**src/core/ballast_pkg.sv**
```systemverilog
package ballast_pkg;
	localparam int unsigned CLK_HZ      = 100_000_000;
	localparam int unsigned CYC_PER_MS  = CLK_HZ / 1000;
	localparam int unsigned CYC_PER_US  = CLK_HZ / 1_000_000;
	// Times as printed
	localparam int unsigned PRERUN_MS   = 625;
	localparam int unsigned RESTART_MS  = 200;
	localparam int unsigned UV_LONG_MS  = 800;
	localparam int unsigned RECTIFIER_EFFECT_FAULT_MS     = 2500;
	localparam int unsigned LAMP_OVERVOLTAGE_FAULT_US     = 620;
	localparam int unsigned CAP_US      = 620;
	localparam int unsigned UV_QUAL_US  = 84;
	localparam int unsigned DT_QUAL_NS  = 280;
	localparam int unsigned DT_MIN_NS   = 1050;
	localparam int unsigned DT_MAX_NS   = 2000;
	// Derived cycle counts
	localparam int unsigned PRERUN_CYC  = PRERUN_MS * CYC_PER_MS;
	localparam int unsigned RESTART_CYC = RESTART_MS * CYC_PER_MS;
	localparam int unsigned UV_LONG_CYC = UV_LONG_MS * CYC_PER_MS;
	localparam int unsigned RECTIFIER_EFFECT_FAULT_CYC    = RECTIFIER_EFFECT_FAULT_MS * CYC_PER_MS;
	localparam int unsigned LAMP_OVERVOLTAGE_FAULT_CYC    = LAMP_OVERVOLTAGE_FAULT_US * CYC_PER_US;
	localparam int unsigned CAP_CYC     = CAP_US * CYC_PER_US;
	localparam int unsigned UV_QUAL_CYC = UV_QUAL_US * CYC_PER_US;
	localparam int unsigned DT_QUAL_CYC = (DT_QUAL_NS * CYC_PER_US + 999) / 1000;
	localparam int unsigned DT_MIN_CYC  = (DT_MIN_NS * CYC_PER_US + 999) / 1000;
	localparam int unsigned DT_MAX_CYC  = (DT_MAX_NS * CYC_PER_US) / 1000;
	localparam int TMR_W = 28;
	// Register map
	localparam logic [7:0] ADDR_CTRL     = 8'h00;
	localparam logic [7:0] ADDR_STATUS   = 8'h04;
	localparam logic [7:0] ADDR_DEADTIME = 8'h08;
	localparam int CTRL_EN_BIT = 0;
	localparam logic CTRL_EN_RST = 1'b1;
	localparam int ST_LAMP_OVERVOLTAGE_FAULT_BIT  = 0;
	localparam int ST_RECTIFIER_EFFECT_FAULT_BIT  = 1;
	localparam int ST_CAP_BIT   = 2;
	localparam int ST_UVS_BIT   = 3;
	localparam int ST_UVL_BIT   = 4;
	localparam int ST_RUSED_BIT = 5;
	localparam int ST_LATCH_BIT = 6;
	localparam int ST_RUN_BIT   = 7;
	typedef enum logic [2:0] {
		ST_OFF, ST_START, ST_PRERUN, ST_RUN, ST_RESTART, ST_LATCHED, ST_UV_LATCH
	} run_state_type;
	typedef enum logic [2:0] {
		HB_IDLE, HB_HS_ON, HB_DT_MEAS, HB_LS_ON, HB_DT_WAIT
	} hb_state_type;
endpackage

```
**src/core/lamp_ballast_fault_supervisor.sv**
```systemverilog
// The APB register port and the register addresses are this design's own decisions.
`timescale 1ns/1ps
`default_nettype none

module qual_timer #(
	parameter int unsigned LIMIT = 1
) (
	input  wire logic i_clk,
	input  wire logic i_sys_rst,
	input  wire logic i_en,
	input  wire logic i_flag,
	output logic      o_hit
);
	typedef struct packed {
		logic [ballast_pkg::TMR_W-1:0] cnt;
	} qstate_type;
	qstate_type s_q;
	qstate_type s_d;
	localparam logic [ballast_pkg::TMR_W-1:0] LIM = ballast_pkg::TMR_W'(LIMIT);

	always_comb begin
		s_d = s_q;
		if (i_en && i_flag) begin
			if (s_q.cnt != LIM)
				s_d.cnt = s_q.cnt + 1'b1;
		end else begin
			s_d.cnt = '0;
		end
	end

	// Hit once held for more than LIMIT cycles
	assign o_hit = i_en && i_flag && (s_q.cnt == LIM);

	always_ff @(posedge i_clk or posedge i_sys_rst) begin
		if (i_sys_rst)
			s_q <= '0;
		else
			s_q <= s_d;
	end
endmodule

module lamp_ballast_fault_supervisor #(
	parameter int unsigned P_PRERUN_CYC  = ballast_pkg::PRERUN_CYC,
	parameter int unsigned P_RESTART_CYC = ballast_pkg::RESTART_CYC,
	parameter int unsigned P_UV_LONG_CYC = ballast_pkg::UV_LONG_CYC,
	parameter int unsigned P_RECTIFIER_EFFECT_FAULT_CYC    = ballast_pkg::RECTIFIER_EFFECT_FAULT_CYC,
	parameter int unsigned P_LAMP_OVERVOLTAGE_FAULT_CYC    = ballast_pkg::LAMP_OVERVOLTAGE_FAULT_CYC,
	parameter int unsigned P_CAP_CYC     = ballast_pkg::CAP_CYC,
	parameter int unsigned P_UV_QUAL_CYC = ballast_pkg::UV_QUAL_CYC
) (
	// Clock and reset
	input  wire logic        i_clk,
	input  wire logic        i_sys_rst,
	// APB slave
	input  wire logic        i_psel,
	input  wire logic        i_penable,
	input  wire logic        i_pwrite,
	input  wire logic [7:0]  i_paddr,
	input  wire logic [31:0] i_pwdata,
	output logic [31:0]      o_prdata,
	output logic             o_pready,
	output logic             o_pslverr,
	// Comparator flags
	input  wire logic        i_pfc_current_sense_over,
	input  wire logic        i_pfc_zero_current_input,
	input  wire logic        i_lamp_ac_over,
	input  wire logic        i_lamp_dc_over,
	input  wire logic        i_low_side_current_sense_neg,
	input  wire logic        i_low_side_current_sense_high,
	input  wire logic        i_bus_voltage_sense_below_75,
	input  wire logic        i_bus_voltage_sense_above_12p5,
	input  wire logic        i_lamp_sense_above_18ua,
	// Sequence events
	input  wire logic        i_run_freq_reached,
	input  wire logic        i_lamp_inserted,
	input  wire logic        i_supply_interrupted,
	input  wire logic        i_pfc_start,
	input  wire logic [11:0] i_ontime_cyc,
	input  wire logic [7:0]  i_ext_cyc,
	input  wire logic        i_hs_off_req,
	input  wire logic        i_ls_off_req,
	// Drivers and status
	output logic             o_pfc_gate,
	output logic             o_hs_gate,
	output logic             o_ls_gate,
	output logic             o_restart,
	output logic             o_full_restart,
	output logic             o_skip_preheat,
	output logic             o_lamp_overvoltage_fault,
	output logic             o_rectifier_effect_fault,
	output logic             o_capacitive_overcurrent_fault,
	output logic             o_uv_short,
	output logic             o_uv_long
);
	localparam int TW = ballast_pkg::TMR_W;
	localparam logic [7:0] DT_MIN  = 8'(ballast_pkg::DT_MIN_CYC);
	localparam logic [7:0] DT_MAX  = 8'(ballast_pkg::DT_MAX_CYC);
	localparam logic [4:0] DT_QUAL = 5'(ballast_pkg::DT_QUAL_CYC);

	typedef struct packed {
		ballast_pkg::run_state_type st;
		ballast_pkg::hb_state_type  hb;
		logic          ctrl_en;
		logic          restart_used;
		logic          lamp_overvoltage_fault;
		logic          rectifier_effect_fault;
		logic          cap;
		logic          uv_short;
		logic          uv_long;
		logic          skip_ph;
		logic          restart;
		logic          full_restart;
		logic [TW-1:0] wait_cnt;
		logic [TW-1:0] uv_cnt;
		logic          pfc_gate;
		logic          pfc_wait_zcd;
		logic [12:0]   pfc_cnt;
		logic          hs_gate;
		logic          ls_gate;
		logic [7:0]    dt_cnt;
		logic [4:0]    neg_cnt;
		logic [7:0]    dt_store;
		logic          cap_pre;
		logic          cap_acc;
		logic          hs_edge;
		logic          cap_present;
		logic [31:0]   prdata;
	} state_type;

	state_type s_q;
	state_type s_d;
	logic lamp_overvoltage_fault_hit;
	logic rectifier_effect_fault_hit;
	logic cap_hit;
	logic uv_hit;
	logic in_run;
	logic drv_ok;
	logic fault;
	logic [12:0] pfc_sum;
	logic apb_setup;
	logic apb_access;
	logic addr_ok;

	assign in_run  = (s_q.st == ballast_pkg::ST_RUN);
	assign pfc_sum = {1'b0, i_ontime_cyc} + {5'h00, i_ext_cyc};
	assign fault   = lamp_overvoltage_fault_hit || rectifier_effect_fault_hit || cap_hit;

	// Detectors stay cleared outside run, so pre-run cannot trip them
	qual_timer #(.LIMIT(P_LAMP_OVERVOLTAGE_FAULT_CYC)) u_lamp_overvoltage_fault (
		.i_clk(i_clk), .i_sys_rst(i_sys_rst), .i_en(in_run),
		.i_flag(i_lamp_ac_over), .o_hit(lamp_overvoltage_fault_hit));
	qual_timer #(.LIMIT(P_RECTIFIER_EFFECT_FAULT_CYC)) u_rectifier_effect_fault (
		.i_clk(i_clk), .i_sys_rst(i_sys_rst), .i_en(in_run),
		.i_flag(i_lamp_dc_over), .o_hit(rectifier_effect_fault_hit));
	qual_timer #(.LIMIT(P_CAP_CYC)) u_cap (
		.i_clk(i_clk), .i_sys_rst(i_sys_rst), .i_en(in_run),
		.i_flag(s_q.cap_present), .o_hit(cap_hit));
	qual_timer #(.LIMIT(P_UV_QUAL_CYC)) u_uvq (
		.i_clk(i_clk), .i_sys_rst(i_sys_rst), .i_en(in_run),
		.i_flag(i_bus_voltage_sense_below_75), .o_hit(uv_hit));

	assign apb_setup  = i_psel && !i_penable;
	assign apb_access = i_psel && i_penable;
	assign addr_ok    = (i_paddr == ballast_pkg::ADDR_CTRL) || (i_paddr == ballast_pkg::ADDR_STATUS)
		|| (i_paddr == ballast_pkg::ADDR_DEADTIME);
	assign o_pready   = 1'b1;
	assign o_pslverr  = apb_access && !addr_ok;

	always_comb begin
		s_d = s_q;
		s_d.restart = 1'b0;
		s_d.full_restart = 1'b0;
		// Sequencer
		case (s_q.st)
			ballast_pkg::ST_OFF: begin
				s_d.st = ballast_pkg::ST_START;
			end
			ballast_pkg::ST_START: begin
				if (i_run_freq_reached) begin
					s_d.st = ballast_pkg::ST_PRERUN;
					s_d.wait_cnt = '0;
				end
			end
			ballast_pkg::ST_PRERUN: begin
				s_d.wait_cnt = s_q.wait_cnt + 1'b1;
				if (s_q.wait_cnt >= TW'(P_PRERUN_CYC - 1)) begin
					s_d.st = ballast_pkg::ST_RUN;
					s_d.uv_cnt = '0;
					s_d.skip_ph = 1'b0;
				end
			end
			ballast_pkg::ST_RUN: begin
				if (fault) begin
					if (lamp_overvoltage_fault_hit)
						s_d.lamp_overvoltage_fault = 1'b1;
					if (rectifier_effect_fault_hit)
						s_d.rectifier_effect_fault = 1'b1;
					if (cap_hit)
						s_d.cap = 1'b1;
					s_d.wait_cnt = '0;
					if (s_q.restart_used) begin
						s_d.st = ballast_pkg::ST_LATCHED;
					end else begin
						s_d.restart_used = 1'b1;
						s_d.st = ballast_pkg::ST_RESTART;
					end
				end else if (uv_hit) begin
					s_d.st = ballast_pkg::ST_UV_LATCH;
				end
			end
			ballast_pkg::ST_RESTART: begin
				s_d.wait_cnt = s_q.wait_cnt + 1'b1;
				if (s_q.wait_cnt >= TW'(P_RESTART_CYC - 1)) begin
					s_d.st = ballast_pkg::ST_START;
					s_d.restart = 1'b1;
				end
			end
			ballast_pkg::ST_LATCHED: begin
				// Only a lamp change, a supply interruption or a cleared ctrl_en releases the latch
				if (i_lamp_inserted || i_supply_interrupted) begin
					s_d.lamp_overvoltage_fault = 1'b0;
					s_d.rectifier_effect_fault = 1'b0;
					s_d.cap = 1'b0;
					s_d.restart_used = 1'b0;
					s_d.st = ballast_pkg::ST_START;
					s_d.restart = 1'b1;
				end
			end
			ballast_pkg::ST_UV_LATCH: begin
				if (i_bus_voltage_sense_below_75)
					s_d.uv_cnt = s_q.uv_cnt + 1'b1;
				if (s_q.uv_cnt >= TW'(P_UV_LONG_CYC)) begin
					s_d.uv_long = 1'b1;
					s_d.full_restart = 1'b1;
					s_d.skip_ph = 1'b0;
					s_d.restart_used = 1'b0;
					s_d.st = ballast_pkg::ST_START;
				end else if (!i_bus_voltage_sense_below_75 && i_lamp_sense_above_18ua
					&& i_bus_voltage_sense_above_12p5) begin
					// Short term is only decided once the bus has come back
					s_d.uv_short = 1'b1;
					s_d.skip_ph = 1'b1;
					s_d.restart = 1'b1;
					s_d.st = ballast_pkg::ST_START;
				end
			end
			default: begin
				s_d.st = ballast_pkg::ST_OFF;
			end
		endcase
		if (!s_q.ctrl_en)
			s_d.st = ballast_pkg::ST_OFF;
		drv_ok = (s_d.st == ballast_pkg::ST_START) || (s_d.st == ballast_pkg::ST_PRERUN)
			|| (s_d.st == ballast_pkg::ST_RUN);

		// PFC gate
		if (s_q.pfc_gate) begin
			s_d.pfc_cnt = s_q.pfc_cnt - 1'b1;
			if (i_pfc_current_sense_over) begin
				s_d.pfc_gate = 1'b0;
				s_d.pfc_wait_zcd = 1'b1;
			end else if (s_q.pfc_cnt <= 13'h0001) begin
				s_d.pfc_gate = 1'b0;
			end
		end else if (i_pfc_start && !s_q.pfc_wait_zcd && pfc_sum != 13'h0000) begin
			s_d.pfc_gate = 1'b1;
			s_d.pfc_cnt = pfc_sum;
		end
		// Zero-current event after the cut releases the wait
		if (!s_q.pfc_gate && i_pfc_zero_current_input)
			s_d.pfc_wait_zcd = 1'b0;
		if (!drv_ok) begin
			s_d.pfc_gate = 1'b0;
			s_d.pfc_wait_zcd = 1'b0;
		end

		// Half bridge
		case (s_q.hb)
			ballast_pkg::HB_IDLE: begin
				s_d.hb = ballast_pkg::HB_DT_WAIT;
				s_d.dt_cnt = '0;
			end
			ballast_pkg::HB_HS_ON: begin
				s_d.hs_edge = 1'b0;
				if (s_q.hs_edge && i_low_side_current_sense_high)
					s_d.cap_acc = 1'b1;
				if (i_hs_off_req) begin
					s_d.cap_present = s_q.cap_pre || s_d.cap_acc;
					s_d.cap_pre = 1'b0;
					s_d.cap_acc = 1'b0;
					s_d.hb = ballast_pkg::HB_DT_MEAS;
					s_d.dt_cnt = '0;
					s_d.neg_cnt = '0;
				end
			end
			ballast_pkg::HB_DT_MEAS: begin
				s_d.dt_cnt = s_q.dt_cnt + 1'b1;
				if (!i_low_side_current_sense_neg)
					s_d.neg_cnt = '0;
				else if (s_q.neg_cnt != DT_QUAL)
					s_d.neg_cnt = s_q.neg_cnt + 1'b1;
				// Short measurements wait out the minimum, long ones are cut at the maximum
				if ((s_q.neg_cnt == DT_QUAL && s_q.dt_cnt >= DT_MIN - 8'h01)
					|| s_q.dt_cnt >= DT_MAX - 8'h01) begin
					s_d.dt_store = s_q.dt_cnt + 1'b1;
					s_d.hb = ballast_pkg::HB_LS_ON;
				end
			end
			ballast_pkg::HB_LS_ON: begin
				if (i_ls_off_req) begin
					s_d.hb = ballast_pkg::HB_DT_WAIT;
					s_d.dt_cnt = '0;
				end
			end
			ballast_pkg::HB_DT_WAIT: begin
				s_d.dt_cnt = s_q.dt_cnt + 1'b1;
				if (s_q.dt_cnt >= s_q.dt_store - 8'h01) begin
					s_d.cap_pre = i_low_side_current_sense_neg;
					s_d.hs_edge = 1'b1;
					s_d.hb = ballast_pkg::HB_HS_ON;
				end
			end
			default: begin
				s_d.hb = ballast_pkg::HB_IDLE;
			end
		endcase
		if (!drv_ok) begin
			s_d.hb = ballast_pkg::HB_IDLE;
			s_d.cap_pre = 1'b0;
			s_d.cap_acc = 1'b0;
			s_d.cap_present = 1'b0;
		end
		s_d.hs_gate = (s_d.hb == ballast_pkg::HB_HS_ON);
		s_d.ls_gate = (s_d.hb == ballast_pkg::HB_LS_ON);

		// Register access; read data is captured in setup for a zero-wait access
		if (apb_access && i_pwrite && i_paddr == ballast_pkg::ADDR_CTRL)
			s_d.ctrl_en = i_pwdata[ballast_pkg::CTRL_EN_BIT];
		s_d.prdata = '0;
		if (apb_setup && !i_pwrite) begin
			case (i_paddr)
				ballast_pkg::ADDR_CTRL:
					s_d.prdata[ballast_pkg::CTRL_EN_BIT] = s_q.ctrl_en;
				ballast_pkg::ADDR_STATUS: begin
					s_d.prdata[ballast_pkg::ST_LAMP_OVERVOLTAGE_FAULT_BIT]  = s_q.lamp_overvoltage_fault;
					s_d.prdata[ballast_pkg::ST_RECTIFIER_EFFECT_FAULT_BIT]  = s_q.rectifier_effect_fault;
					s_d.prdata[ballast_pkg::ST_CAP_BIT]   = s_q.cap;
					s_d.prdata[ballast_pkg::ST_UVS_BIT]   = s_q.uv_short;
					s_d.prdata[ballast_pkg::ST_UVL_BIT]   = s_q.uv_long;
					s_d.prdata[ballast_pkg::ST_RUSED_BIT] = s_q.restart_used;
					s_d.prdata[ballast_pkg::ST_LATCH_BIT] = (s_q.st == ballast_pkg::ST_LATCHED)
						|| (s_q.st == ballast_pkg::ST_UV_LATCH);
					s_d.prdata[ballast_pkg::ST_RUN_BIT]   = in_run;
				end
				ballast_pkg::ADDR_DEADTIME:
					s_d.prdata[7:0] = s_q.dt_store;
				default:
					s_d.prdata = '0;
			endcase
		end
	end

	always_ff @(posedge i_clk or posedge i_sys_rst) begin
		if (i_sys_rst) begin
			s_q <= '0;
			s_q.ctrl_en <= ballast_pkg::CTRL_EN_RST;
			s_q.dt_store <= DT_MAX;
		end else begin
			s_q <= s_d;
		end
	end

	assign o_prdata = s_q.prdata;
	assign o_pfc_gate = s_q.pfc_gate;
	assign o_hs_gate = s_q.hs_gate;
	assign o_ls_gate = s_q.ls_gate;
	assign o_restart = s_q.restart;
	assign o_full_restart = s_q.full_restart;
	assign o_skip_preheat = s_q.skip_ph;
	assign o_lamp_overvoltage_fault = s_q.lamp_overvoltage_fault;
	assign o_rectifier_effect_fault = s_q.rectifier_effect_fault;
	assign o_capacitive_overcurrent_fault = s_q.cap;
	assign o_uv_short = s_q.uv_short;
	assign o_uv_long = s_q.uv_long;
endmodule

`default_nettype wire

```
**config.mk**
```make
export PLATFORM = sky130hd
export DESIGN_NAME = lamp_ballast_fault_supervisor
export DESIGN_NICKNAME = d
export VERILOG_FILES = /design/src/core/ballast_pkg.sv /design/src/core/lamp_ballast_fault_supervisor.sv
export SDC_FILE = /design/constraint.sdc
export NUM_CORES = 1
export LEC_CHECK = 0
export ABC_CLOCK_PERIOD_IN_PS = 24000
export BUFFER_PORTS_ARGS = -buffer_cell sky130_fd_sc_hd__buf_2
export CORE_AREA = 2 2 160 162
export CTS_CLUSTER_DIAMETER = 50
export CTS_CLUSTER_SIZE = 10
export DETAILED_ROUTE_END_ITERATION = 10
export DIE_AREA = 0 0 162 164
export PLACE_DENSITY = 0.81
export SYNTH_ARGS = -nofsm -noshare
export SYNTH_HDL_FRONTEND = slang
export SYNTH_SLANG_ARGS = --single-unit
```
**constraint.sdc**
```tcl
create_clock -name i_clk -period 24 [get_ports i_clk]
set_clock_uncertainty 0.2 [all_clocks]
set_input_delay 7.2 -clock i_clk [delete_from_list [all_inputs] [get_ports i_clk]]
set_output_delay 7.2 -clock i_clk [all_outputs]
set_load 0.03 [all_outputs]
```
==> results.cfg <==
[timing]
setup_viol = 0
hold_viol_final = 0
slew_headroom = 0.175
rsz0062_at_grt = no
fin_crit_ns = 16.37
fmax_mhz = 61.1
worstMarginPinSlew_ns = 1.24
tns_ns = 0
hold_ws_ns = 0.279
slew_violations = 0
finalCritPeriodShare = 0.682
setup_slack_ns = 7.63

[yosys]
synth_seq_area_share = 0.438
ys_types = 76
synth_cells = 1495
synth_top_flop_cell = dfrtp_1
yosys.area.top_type = dfrtp_1
synth_enable_flop_cells = 0
syn_area_sq_um = 13400
synth_area_leaders = dfrtp_1, nor2_1, xor2_1, o21ai_0, xnor2_1
syn_avg_cell_area_sq_um = 8.96
synth_seq_cells = 234
synth_top_area_frac = 0.430
synthArstFlopShare = 1.00
yosys_warnings = 0

[floorplan]
io_pins = 125
std_cell_rows = 58
die_h_um = 164
fp.dieW_um = 162
initial_core_util = 0.540
die_area_sq_um = 26600
core_area_sq_um = 24800

[placement]
dpl.hpwl_um = 19700
gp_congestion = 0.844
placed_area_sq_um = 13900
dpl_worst_slack_ns = 7.66
place_inst = 1839
port_buffers = 68

[clocking]
holdBufCountCts = 0
cts_max_level = 1
cts_tree = done
cts_resized = 0
cts_made_buffers = 30
cts_max_path_buffers = 3
clk_transition_reported_paths_ns = 0.05
cts_setup_buffers = 0
clock-sinks = 234
worst_skew_pair.late_latency_ns = 0.54
cts_root_buf = clkbuf_16

[route]
routedWlPerCell_um = 15.2
via_per_inst = 5.80
firstDrtPassIters = 5
drc_errors = 0
num_vias = 11000
drt_iter0_drc = 790
drt-total-wl_um = 28800
postRouteAntennaNets = 0

[final_layout]
final_util = 0.597
finish.instance_area_sq_um = 14800
fillers = 2100
multi_input_area_sq_um = 6990
layout.nets = 1656
insertedDiodeCount = 0
seqCellArea_sq_um = 5860
layout_commonest_cell = dfrtp_1
layout-drive-gt1-share = 0.0936
final_cell_mix = dfrtp_1, nor2_1, nand2_1, o21ai_0, xor2_1
layout.cells.non_filler = 1890
area_delta_synth_final_pct = 10.7

[critical_path]
worstSetupEndpointType = primary output
cp.arrival_ns = 8.97
crit_required_ns = 16.60
crit_type = primary input to primary output
startpoint_type = primary input
worstPathMaxFanout = 9

[power]
swShare = 0.237
total_power_mw = 0.922
vdd.ir_drop.worst_mv = 0.0517
p_seq_frac = 0.457
clkPwrFrac = 0.475
p_sw_mw = 0.219
power_leakage_nw = 6.13
p_comb_frac = 0.068
p_per_area_nw_per_um2 = 62.2
p_int_mw = 0.704

[outcome]
status = finished, final reports clean

[grt]
antenna_found_initial = 1
first_global_vias = 10700
overflow = 0
grtUsageTotal = 0.220
grt_pass1_wl_um = 49400
grt_start_max_net_pins = 107

[worst_hold_path]
min_path_type = flop to flop

[flow_run]
cap_violations = 0
-- logic make-up (layout without fill, tap and decap cells) --
kind of cell,count (synthesis),count (layout),share of synthesized area
buffers and inverters,137,179,0.0477
muxes,14,14,0.0116
AOI/OAI and AO/OA,277,277,0.130
other,2,25,0.000561
and+or+nand+nor,664,664,0.253
adders and majority gates,35,35,0.0333
xor gates and xnor gates,132,132,0.0863
DFF,234,234,0.438
-- flip-flops by register name, summed over array words and instances (netlist names), 8 cells and up --
signal / flops
s_q: 103
u_cap.s_q: 28
o_prdata: 8
u_lamp_overvoltage_fault.s_q: 28
u_rectifier_effect_fault.s_q: 28
u_uvq.s_q: 28
-- layer usage --
metal	GRT usage	vias to the layer above	wire length (um)
met1	0.294	5324	13000
met2	0.380	203	14100
met5	0	-	13
met3	0.0273	46	1060
met4	0.0583	2	655
li1	-	5386	-
-- worst paths after layout --
| path | endpoint | slack, ns | cells after the start | start |
|---|---|---|---|---|
| max | o_pslverr | 7.63 | 6 | i_paddr[5] |
| min | s_q[113]$_DFFE_PP0P_ | 0.28 | 1 | s_q[113]$_DFFE_PP0P_ |
| max reg2reg | s_q[123]$_DFFE_PP0P_ | 19.82 | 7 | s_q[145]$_DFF_PP0_ |
| min reg2reg | s_q[113]$_DFFE_PP0P_ | 0.28 | 1 | s_q[113]$_DFFE_PP0P_ |
| max in group asynchronous | s_q[53]$_DFFE_PP0P_ | 14.90 | 4 | i_sys_rst |
| min in group asynchronous | s_q[98]$_DFFE_PP0P_ | 6.61 | 2 | i_sys_rst |
-- area by class of cell --
type	count	share of cell area
repair buffers	73	0.0255
flip-flops and latches	234	0.395
inverters	55	0.0144
multi-input cells	1147	0.472
well taps	330	0.0279
clock inverters	6	0.00726
clock buffers	45	0.0579
-- worst max-delay path, cell delays in order --
cell     delay [ns]
buf_2          0.09
nor4_1         0.26
nand2_1        0.10
nor3b_1        0.98
nor3_1         0.10
buf_2          0.23
-- synth_stat cells (27+ instances only) --
library cell and number:
dfrtp_1 230, nor2_1 212, nand2_1 105, o21ai_0 99, xor2_1 76, nand3_1 68
nand4_1 58, a21oi_1 56, xnor2_1 56, inv_1 55, clkbuf_1 47, nor3_1 38
ha_1 34, nor4_1 34, buf_4 33, or3_1 27
-- power groups by stage --
| stage | clock [mW] | sequential (mW) | combinational [mW] |
|---|---|---|---|
| after floorplan | 0 | 0.422 | 0.0536 |
| after global placement | 0 | 0.427 | 0.0613 |
| after detailed placement | 0 | 0.427 | 0.0632 |
| after CTS | 0.446 | 0.421 | 0.0634 |
| after global routing | 0.464 | 0.423 | 0.0718 |
| final | 0.438 | 0.421 | 0.0631 |
No activity file was read; power rests on OpenSTA's default activity.
